**config.mk**
```make
export PLATFORM = sky130hd
export DESIGN_NAME = isa_host_if
export DESIGN_NICKNAME = d
export VERILOG_FILES = /design/src/inc/isa_host_pkg.sv /design/src/design/isa_host_if.sv /design/src/design/reg_store.sv
export SDC_FILE = /design/constraint.sdc
export NUM_CORES = 1
export LEC_CHECK = 0
export BUFFER_PORTS_ARGS = -buffer_cell sky130_fd_sc_hd__buf_4
export CORE_MARGIN = 1
export CORE_UTILIZATION = 54
export DETAILED_ROUTE_END_ITERATION = 16
export PLACE_DENSITY = 0.73
export REMOVE_ABC_BUFFERS = 1
export SYNTH_ARGS = -nofsm -noshare
export SYNTH_HDL_FRONTEND = slang
export SYNTH_SLANG_ARGS = --single-unit
```
**constraint.sdc**
```tcl
create_clock -name clock -period 3 [get_ports clock]
set_clock_uncertainty 0.15 [all_clocks]
set_input_delay 0.15 -clock clock [delete_from_list [all_inputs] [get_ports clock]]
set_output_delay 0.15 -clock clock [all_outputs]
set_load 0.01 [all_outputs]
```
**src/inc/isa_host_pkg.sv**
```systemverilog
// constants and carrier types for the isa slave host interface
package isa_host_pkg;

    // function numbers, also the upper bits of the location index
    localparam logic [2:0] FN_FDC   = 3'h0;
    localparam logic [2:0] FN_SER_A = 3'h1;
    localparam logic [2:0] FN_SER_B = 3'h2;
    localparam logic [2:0] FN_PAR   = 3'h3;
    localparam logic [2:0] FN_ECP   = 3'h4;
    localparam logic [2:0] FN_IDE   = 3'h5;

    // base addresses on sa[10:0], each window is eight bytes
    localparam logic [10:0] BASE_FDC   = 11'h3f0;
    localparam logic [10:0] BASE_SER_A = 11'h3f8;
    localparam logic [10:0] BASE_SER_B = 11'h2f8;
    localparam logic [10:0] BASE_PAR   = 11'h378;
    localparam logic [10:0] BASE_ECP   = 11'h778;
    localparam logic [10:0] BASE_IDE   = 11'h1f0;

    // low address bits used inside a window
    localparam int unsigned WIN_BITS = 3;

    // location serviced by a dma cycle of each function
    localparam logic [2:0] DMA_OFS_FDC = 3'h5;
    localparam logic [2:0] DMA_OFS_ECP = 3'h0;

    // register storage shape and reset value
    localparam int unsigned REG_DEPTH = 40;
    localparam int unsigned REG_AW    = 6;
    localparam logic [7:0]  REG_RESET = 8'h00;

    // hardware configuration period after reset
    localparam int unsigned CLOCK_MHZ   = 125;
    localparam int unsigned CFG_TIME_US = 100;
    localparam int unsigned CFG_CYCLES  = CFG_TIME_US * CLOCK_MHZ;
    localparam int unsigned CFG_CW      = 24;

    // bus pins as sampled by the block
    typedef struct packed {
        logic [10:0] sa;
        logic [7:0]  sd;
        logic        iorc_b;
        logic        iowc_b;
        logic        aen;
        logic        fdd_ack_b;
        logic        pp_ack_b;
        logic        tc;
        logic        pp_busy;
        logic        epp_mode;
        logic        rst_drv;
    } isa_in_t;

    // bus pins driven by the block
    typedef struct packed {
        logic [7:0] sd_out;
        logic       sd_oe;
        logic       nows_out;
        logic       nows_oe;
        logic       iochrdy_out;
        logic       iochrdy_oe;
    } isa_out_t;

    // decoded selects towards the inner functions
    typedef struct packed {
        logic       fdc;
        logic       ser_a;
        logic       ser_b;
        logic       par;
        logic       ecp;
        logic       ide;
        logic       dma_fdc;
        logic       dma_pp;
        logic       tc_fdc;
        logic       tc_pp;
        logic       wr_pulse;
        logic [2:0] ofs;
    } func_sel_t;

endpackage

```
**src/design/isa_host_if.sv**
```systemverilog
// isa i/o slave host interface: decode, strobes, nows, iochrdy, dma
//
// Behaviour
// - i/o accesses are decoded from sa[10:0] and only mapped windows answer.
// - sa[10] joins sa[9:3] in every window decode; only the extended ecp window needs it set.
// - a decoded read outside the ide window with the read strobe low drives the location on sd.
// - a decoded write outside the ide window stores sd at the rising edge of the write strobe.
// - nows is pulled low while a decoded access outside the ide window has a strobe asserted and iochrdy is released.
// - nows is never pulled for ide or dma cycles.
// - nows and iochrdy are open drain, only pulled low or released.
// - in epp mode iochrdy is pulled low during a strobed parallel window access while the parallel busy is high.
// - a strobe during the configuration period holds iochrdy low till it ends.
// - with aen high the cycle is not an i/o access, and is a dma transfer only with an acknowledge.
// - aen with an acknowledge makes the strobes a dma transfer.
// - reset drive returns every register to its default value.
// - while aen is high and an acknowledge is low the strobes act as dma strobes.
// - terminal count is honoured only while an acknowledge is low.
`timescale 1ns/1ns
module isa_host_if
    import isa_host_pkg::*;
#(
    parameter int unsigned CFG_COUNT = CFG_CYCLES
)
(
    input  wire logic                   clock,
    input  wire logic                   rst_b,
    input  wire isa_host_pkg::isa_in_t  pins_in,
    output isa_host_pkg::isa_out_t      pins_out,
    output isa_host_pkg::func_sel_t     sel
);

    typedef struct packed {
        isa_in_t            s1;
        isa_in_t            s2;
        isa_in_t            s3;
        logic [CFG_CW-1:0]  cfg_cnt;
        logic               cfg_hold;
        logic               rd_v;
        isa_out_t           o;
        func_sel_t          f;
    } state_t;

    state_t s_q;
    state_t s_d;

    logic [7:0]        rdata;
    logic              we;
    logic [REG_AW-1:0] waddr;
    logic [REG_AW-1:0] raddr;
    logic              clear;

    // per function decode results
    logic       hit;
    logic [2:0] fn;
    logic       io_rd;
    logic       io_wr;
    logic       dma_f;
    logic       dma_p;
    logic       dma_any;
    logic       strobe;
    logic       wr_rise;
    logic       cfg_busy;

    always_comb
    begin
        s_d     = s_q;
        s_d.s1  = pins_in;
        s_d.s2  = s_q.s1;
        s_d.s3  = s_q.s2;
        hit     = 1'b0;
        fn      = FN_FDC;
        // mapped windows, ecp needs sa[10] set, others sa[10] clear
        if (s_q.s2.sa[10:WIN_BITS] == BASE_FDC[10:WIN_BITS])
        begin
            hit = 1'b1;
            fn  = FN_FDC;
        end
        else if (s_q.s2.sa[10:WIN_BITS] == BASE_SER_A[10:WIN_BITS])
        begin
            hit = 1'b1;
            fn  = FN_SER_A;
        end
        else if (s_q.s2.sa[10:WIN_BITS] == BASE_SER_B[10:WIN_BITS])
        begin
            hit = 1'b1;
            fn  = FN_SER_B;
        end
        else if (s_q.s2.sa[10:WIN_BITS] == BASE_PAR[10:WIN_BITS])
        begin
            hit = 1'b1;
            fn  = FN_PAR;
        end
        else if (s_q.s2.sa[10:WIN_BITS] == BASE_ECP[10:WIN_BITS])
        begin
            hit = 1'b1;
            fn  = FN_ECP;
        end
        else if (s_q.s2.sa[10:WIN_BITS] == BASE_IDE[10:WIN_BITS])
        begin
            hit = 1'b1;
            fn  = FN_IDE;
        end
        cfg_busy = (s_q.cfg_cnt != '0);
        strobe   = !s_q.s2.iorc_b || !s_q.s2.iowc_b;
        // address decode only counts with aen low
        io_rd    = hit && !s_q.s2.aen && !s_q.s2.iorc_b && !cfg_busy;
        io_wr    = hit && !s_q.s2.aen && !cfg_busy;
        // dma cycles: aen high with an acknowledge
        dma_f    = s_q.s2.aen && !s_q.s2.fdd_ack_b && !cfg_busy;
        dma_p    = s_q.s2.aen && !s_q.s2.pp_ack_b && s_q.s2.fdd_ack_b
                   && !cfg_busy;
        dma_any  = dma_f || dma_p;
        wr_rise  = s_q.s2.iowc_b && !s_q.s3.iowc_b;

        // configuration period countdown
        if (cfg_busy)
            s_d.cfg_cnt = s_q.cfg_cnt - 1'b1;
        if (cfg_busy && strobe)
            s_d.cfg_hold = 1'b1;
        else if (!cfg_busy)
            s_d.cfg_hold = 1'b0;

        // write at the rising edge, address and data of the same sample
        we    = 1'b0;
        waddr = {fn, s_q.s3.sa[WIN_BITS-1:0]};
        if (wr_rise && io_wr && (fn != FN_IDE))
            we = 1'b1;
        else if (wr_rise && dma_f)
        begin
            we    = 1'b1;
            waddr = {FN_FDC, DMA_OFS_FDC};
        end
        else if (wr_rise && dma_p)
        begin
            we    = 1'b1;
            waddr = {FN_ECP, DMA_OFS_ECP};
        end

        // read location
        if (dma_f)
            raddr = {FN_FDC, DMA_OFS_FDC};
        else if (dma_p)
            raddr = {FN_ECP, DMA_OFS_ECP};
        else
            raddr = {fn, s_q.s2.sa[WIN_BITS-1:0]};

        // data bus drive, one cycle after the read starts for fresh data
        s_d.rd_v       = (io_rd && (fn != FN_IDE))
                         || (dma_any && !s_q.s2.iorc_b);
        s_d.o.sd_out   = rdata;
        s_d.o.sd_oe    = s_d.rd_v && s_q.rd_v;

        // open drain pins: level fixed low, enable pulls
        s_d.o.nows_out    = 1'b0;
        s_d.o.iochrdy_out = 1'b0;
        s_d.o.nows_oe     = hit && !s_q.s2.aen && strobe && !cfg_busy
                            && (fn != FN_IDE);
        if (dma_any || s_q.s2.aen)
            s_d.o.nows_oe = 1'b0;
        s_d.o.iochrdy_oe  = s_d.cfg_hold
                            || (s_q.s2.epp_mode && s_q.s2.pp_busy
                                && hit && (fn == FN_PAR)
                                && !s_q.s2.aen && strobe);
        if (s_d.o.iochrdy_oe)
            s_d.o.nows_oe = 1'b0;

        // selects towards the inner functions
        s_d.f.fdc      = io_wr && strobe && (fn == FN_FDC);
        s_d.f.ser_a    = io_wr && strobe && (fn == FN_SER_A);
        s_d.f.ser_b    = io_wr && strobe && (fn == FN_SER_B);
        s_d.f.par      = io_wr && strobe && (fn == FN_PAR);
        s_d.f.ecp      = io_wr && strobe && (fn == FN_ECP);
        s_d.f.ide      = io_wr && strobe && (fn == FN_IDE);
        s_d.f.dma_fdc  = dma_f && strobe;
        s_d.f.dma_pp   = dma_p && strobe;
        s_d.f.tc_fdc   = s_q.s2.tc && dma_f;
        s_d.f.tc_pp    = s_q.s2.tc && dma_p;
        s_d.f.wr_pulse = we;
        s_d.f.ofs      = waddr[WIN_BITS-1:0];

        // reset drive pin returns the block to its defaults
        clear = s_q.s2.rst_drv;
        if (clear)
        begin
            s_d.cfg_cnt  = CFG_CW'(CFG_COUNT);
            s_d.cfg_hold = 1'b0;
            s_d.rd_v     = 1'b0;
            s_d.o        = '0;
            s_d.f        = '0;
        end
    end

    always_ff @(posedge clock or negedge rst_b)
    begin
        if (!rst_b)
        begin
            s_q          <= '0;
            s_q.s1       <= '1;
            s_q.s2       <= '1;
            s_q.s3       <= '1;
            s_q.cfg_cnt  <= CFG_CW'(CFG_COUNT);
        end
        else
            s_q <= s_d;
    end

    reg_store
    #(
        .WIDTH (8),
        .DEPTH (REG_DEPTH),
        .AW    (REG_AW),
        .INIT  (REG_RESET)
    )
    u_store
    (
        .clock (clock),
        .rst_b (rst_b),
        .clear (clear),
        .we    (we),
        .waddr (waddr),
        .wdata (s_q.s3.sd),
        .raddr (raddr),
        .rdata (rdata)
    );

    assign pins_out = s_q.o;
    assign sel      = s_q.f;

endmodule // isa_host_if

```
**src/design/reg_store.sv**
```systemverilog
// register storage with registered read data
`timescale 1ns/1ns
module reg_store
#(
    parameter int unsigned WIDTH = 8,
    parameter int unsigned DEPTH = 40,
    parameter int unsigned AW    = 6,
    parameter logic [WIDTH-1:0] INIT = '0
)
(
    input  wire logic             clock,
    input  wire logic             rst_b,
    input  wire logic             clear,
    input  wire logic             we,
    input  wire logic [AW-1:0]    waddr,
    input  wire logic [WIDTH-1:0] wdata,
    input  wire logic [AW-1:0]    raddr,
    output logic      [WIDTH-1:0] rdata
);

    typedef struct packed {
        logic [DEPTH-1:0][WIDTH-1:0] mem;
        logic [WIDTH-1:0]            rd;
    } store_t;

    store_t s_q;
    store_t s_d;

    always_comb
    begin
        s_d = s_q;
        for (int i = 0; i < DEPTH; i++)
        begin
            if (clear)
                s_d.mem[i] = INIT;
            else if (we && (waddr == AW'(i)))
                s_d.mem[i] = wdata;
        end
        s_d.rd = (raddr < AW'(DEPTH)) ? s_q.mem[raddr] : '0;
    end

    always_ff @(posedge clock or negedge rst_b)
    begin
        if (!rst_b)
            s_q <= {DEPTH + 1{INIT}};
        else
            s_q <= s_d;
    end

    assign rdata = s_q.rd;

endmodule // reg_store

```
# == Word-level counts from Yosys, hierarchy flattened ==
# Cells that the tools add are included.
# classes
addsub,1
magnitude_cmp,2
eq_ne,51
n_mux,109
reduce_logical,133
# op_table
cell,count
8-bit 2-to-1 mux,82
"6-bit by 5-bit == test with 1-bit output, second input constant",16
2-bit nonzero test,41
1-bit logical AND,77
53-bit 2-to-1 mux,1
8-bit binary-select mux with 6-bit select,1
"6-bit by 4-bit == test with 1-bit output, second input constant",8
"6-bit == test, second input constant",8
"8-bit by 7-bit == test with 1-bit output, second input constant",4
6-bit 2-to-1 mux,5
"6-bit by 3-bit == test with 1-bit output, second input constant",4
24-bit 2-to-1 mux,1
24-bit nonzero test,1
"24-bit by 1-bit subtractor with 24-bit output, second input constant",1
3-bit 2-to-1 mux,6
1-bit 2-to-1 mux,13
"6-bit by 2-bit == test with 1-bit output, second input constant",2
"8-bit by 6-bit == test with 1-bit output, second input constant",1
"8-bit == test, second input constant",1
1-bit zero test,7
"6-bit by 7-bit < comparator with 1-bit output, second input constant",1
"3-bit by 2-bit == test with 1-bit output, second input constant",2
"3-bit == test, second input constant",2
"6-bit by 1-bit == test with 1-bit output, second input constant",1
6 further kinds,10
# totals
regBits,449
input_bits,30
out_inout_bits,27
wordCells,383

# == Logic depth before layout (Yosys ltp) ==
# logic_depth
word_depth,16
mapped_depth,14

# == Hierarchy ==
# A second synthesis with hierarchy kept.
# unflattened
cells_unflattened,2065
hier_area_um2,21018.9
# by_module_without_submodules
mod,n_inst,cells_per_inst,area_each_um2,seq_area_each_um2
reg_store,1,1684,16273.1,8207.9
isa_host_if,1,381,4745.8,3070.4

# == Worst setup path before layout ==
# No wires, ideal clock.
# synth_path
path_kind,reg-to-reg
start,reg s_q[39] in the netlist's numbering
end,reg u_store.s_q[104] in the netlist's numbering
arrival_ns,2.923
setup_slack_ns,-0.205
stages_incl_launch_ff,11
synth_period_minus_slack_ns,3.205
cell_sequence,dfrtp_1 or4_4 nor3_4 nand4_4 or3_1 buf_2 a2111oi_4 and3b_1 buf_6 mux2i_1 nor2_1
# synth_via
elab_chain_len,10
word_cells_on_any_way,18
# synth_lines
item,line_no,source
from (decl),isa_host_if.sv:43,state_t s_q;
24-bit nonzero test (*),isa_host_if.sv:103,cfg_busy = (s_q.cfg_cnt != '0);
1-bit zero test (*),"isa_host_if.sv:107, isa_host_if.sv:109, isa_host_if.sv:111",
1-bit logical AND,isa_host_if.sv:111,&& !cfg_busy;
1-bit logical AND,isa_host_if.sv:133,else if (wr_rise && dma_p)
6-bit 2-to-1 mux,isa_host_if.sv:133,
6-bit 2-to-1 mux,isa_host_if.sv:128,else if (wr_rise && dma_f)
6-bit 2-to-1 mux,isa_host_if.sv:126,if (wr_rise && io_wr && (fn != FN_IDE))
6-bit by 4-bit == test with 1-bit output,reg_store.sv:36,else if (we && (waddr == AW'(i)))
1-bit logical AND (*),reg_store.sv:36,
2-bit nonzero test (no source line) (*),n/a,
to (signal assigned),reg_store.sv:45,s_q <= {DEPTH + 1{INIT}};
to (decl),reg_store.sv:26,store_t s_q;
# Mark *: on every way between the ends. The rest lies on a longest branch, timed or not.
# A chain may end at the register's enable or synchronous reset.

==> impl_metrics.toml <==
[die]
die_area_um2 = 39620
ioPinCount = 57
initial_core_util_pct = 55.28
die_h_um = 199.1
core-area_um2 = 37930
die_w_um = 199.1
rows = 71

[routing]
drt_iter0_drc = 1663
firstDrtPassIters = 8
vias_per_cell = 6.057
wirelength_mm = 65.44
route.vias.total = 16860
detail_route.wl_per_cell_um = 23.51
remaining_drc_errors = 0
postRouteAntennaNets = 0

[critical_path]
cp.buffers_inverters = 6
critical_path_arrival_ns = 3.63
setup.worst_path.class = "reg -> reg"
crit_fanout = 8
cp_cell_sequence = "inv_2 > ha_4 > nor3b_4 > buf_4 > nand3b_1 > or3_4 > nand2_4 > buf_12 > buf_6 > buf_12 > mux2i_4 > a221oi_2 > buf_4 > a32oi_4 > o211ai_1"
end_kind = "register"
crit_slowest_cell = "dfrtp_1"
r2r-end = "u_store.rdata[3]"
crit-reg2reg-launch = "s_q[29]"
cpPeakStageDelay_ns = 0.39
cp.required_ns = 3.31
path_depth = 15
cp_top_family = "simple AND/OR/NAND/NOR gates"
startpoint_type = "register"
rr_worst_depth = 15
rrSetupSlack_ns = -0.32
crit_end = "u_store.rdata[3]"
startpoint = "s_q[29]"

[timing]
layout_min_cycle_time_ns = 3.321
grt_setup_unrepaired = "yes"
slew_headroom_pct = 21.95
fmax_mhz = 301.1
timing.setup.tns_ns = -59.10
finalHoldViolations = 0
finalMaxSlewViolations = 0
finalSetupViolCount = 328
finalWorstSetupSlack_ns = -0.3208
worst_pin_slew_ns = 1.171
fin_crit_sh_pct = 110.7

[clock_tree]
clock_latency_ns = 0.59
clock_sinks = 447
htree_levels = 2
cts.clk_slew.worst_paths_ns = 0.06
numCtsBuffers = 47
root_buffer = "clkbuf_16"
ctsLongestPathBuffers = 3
cts_tree = "yes"

[pwr]
total_power_mw = 13.27
vdd_drop_max_v = 0.0005289
p_per_area_nw_per_um2 = 479.4
p_leak_nw = 13.89

[yosys]
synth_edf_count = 0
postSynthAreaPerCell_um2 = 10.69
ys_seq_area_share_pct = 53.78
synth_top_area_cell = "dfrtp_1"
ys_top_cells_by_area = "dfrtp_1 45%, mux2i_1 19%, dfstp_2 9.3%"
syn_inst = 1962
syn-cell-area_um2 = 20970
synth_top_area_share_pct = 44.51
ys_ff_latch = 447
synth_ff_type = "dfrtp_1"
synth_common_cells = "403 x mux2i_1, 373 x dfrtp_1, 326 x nor2_1"
yosysMostFrequentCell = "mux2i_1"
yosysWarningCount = 0
async_reset_ff_share_pct = 100.0
synth_cell_types = 68

[finish]
antenna_cells = 0
area_growth_pct = 31.96
drive_gt1_share_pct = 31.43
nFillCells = 2441
nNetsFinal = 2265
instances_no_fill = 2783

[placed_design]
port_buffers = 54
hpwlAfterDp_mm = 37.60
post-place-cells = 2610
gp_routability_congestion = 0.9186

[grt]
first_global_vias = 17070
grt_usage_pct = 32.33
grt_max_degree = 93
grt_first_pass_wirelength_mm = 97.48
grt_overflow = 0
grt_antenna_before_repair = 0

[min_path]
hold_class = "in -> async"

[flow_run]
maxCapViolCount = 0

[outcome]
outcome = "complete, but fails checks"
violations = "setup timing"
[placed cells by master, fill, tap and decap left out, drive strengths merged, types with 10 or more instances in the layout]
| master | Yosys | final |
|---|---|---|
| dfrtp | 373 | 373 |
| clkbuf | 94 | 77 |
| nand2 | 221 | 221 |
| a21oi | 50 | 50 |
| buf | 65 | 343 |
| nand3 | 76 | 76 |
| dlygate4sd3 | 0 | 29 |
| nor2 | 326 | 326 |
| a221oi | 12 | 12 |
| mux2i | 403 | 403 |
| nor2b | 10 | 10 |
| dfstp | 74 | 74 |
| and3 | 18 | 18 |
| nor3 | 28 | 28 |
| o21ai | 28 | 28 |
| a31oi | 17 | 17 |
| or3 | 11 | 11 |
[worst min path at each step]
stage | start | to | slack, ns
2_1_floorplan | rst_b | pins_out[0] | -0.30
3_3_place_gp | rst_b | s_q[32] | 0.06
3_5_place_dp | rst_b | s_q[32] | 0.07
4_1_cts | pins_in[13] | s_d[94] | 0.03
5_1_grt | pins_in[15] | s_d[96] | 0.05
6_report | rst_b | s_q[32] | 0.01
[where the power goes]
part,internal [mW],switching [mW]
clock network,3.53,2.48
registers,6.14,0.143
logic,0.408,0.571
total,10.1,3.19
[state kept, by name, indices dropped and copies added (netlist names)]
name	count
s_d	55
clear	1
u_store.rdata	8
pins_out	11
s_q	38
u_store.s_q	320
sel	14
[layer usage]
| metal | up-vias | part of all wire [%] | global-route usage (%) |
|---|---|---|---|
| li1 | 7292 | - | - |
| met1 | 8548 | 40 | 43.61 |
| met2 | 793 | 48 | 51.80 |
| met3 | 225 | 7.3 | 4.911 |
| met4 | 0 | 4.8 | 14.56 |
| met5 | - | 0 | 0 |
[final cells by class]
cell class | count | area (um^2) | share of cell area (%)
Tap cell | 511 | 639.4 | 2.310
Sequential cell | 447 | 11280 | 40.77
Inverter | 8 | 30.03 | 0.1085
Clock buffer | 72 | 1381 | 4.992
Clock inverter | 16 | 200.2 | 0.7234
Timing Repair Buffer | 379 | 4061 | 14.68
Multi-Input combinational cell | 1350 | 10080 | 36.42
[timing repair]
item | in CTS | in global routing
gates cloned | 7 | 5
endpoints found under the setup margin | 328 | 328
gates resized for setup | 218 | 99
hold buffers | 29 | 0
endpoints found under the hold margin | 273 | 0
setup buffers | 35 | 21
pin swaps | 61 | 77
[kinds of logic (layout without fill, tap and decap cells)]
kind of cell	after synthesis	in the layout	share of synthesized area, %
DFF	447	447	53.78
adders and majority gates	2	2	0.1193
xor gates and xnor gates	16	16	0.6683
other	1	2	0.01788
buffers and inverters	167	475	3.783
muxes	412	412	19.72
AOI/OAI and AO/OA	173	174	5.591
and+or+nand+nor	744	744	16.32
[worst register-to-register path, cell delays in order (launching register included)]
cell and delay [ns]:
dfrtp_1 0.39, inv_2 0.10, ha_4 0.13, nor3b_4 0.31, buf_4 0.18, nand3b_1 0.12, or3_4 0.38, nand2_4 0.11
buf_12 0.16, buf_6 0.14, buf_12 0.13, mux2i_4 0.23, a221oi_2 0.09, buf_4 0.21, a32oi_4 0.25, o211ai_1 0.12
[metrics by stage]
step	setup WS (ns)	utilization, %	hold slack [ns]	cell area [um^2]
2_1_floorplan	-2.028	-	-0.2956	20210
3_3_place_gp	-0.5704	62.73	0.06200	23790
3_5_place_dp	-0.5141	62.73	0.07069	23790
4_1_cts	-0.1491	71.13	0.03391	26980
5_1_grt	-0.4530	72.95	0.05122	27670
6_report	-0.3208	72.95	0.01224	27670
No activity file was read; power rests on OpenSTA's default activity.
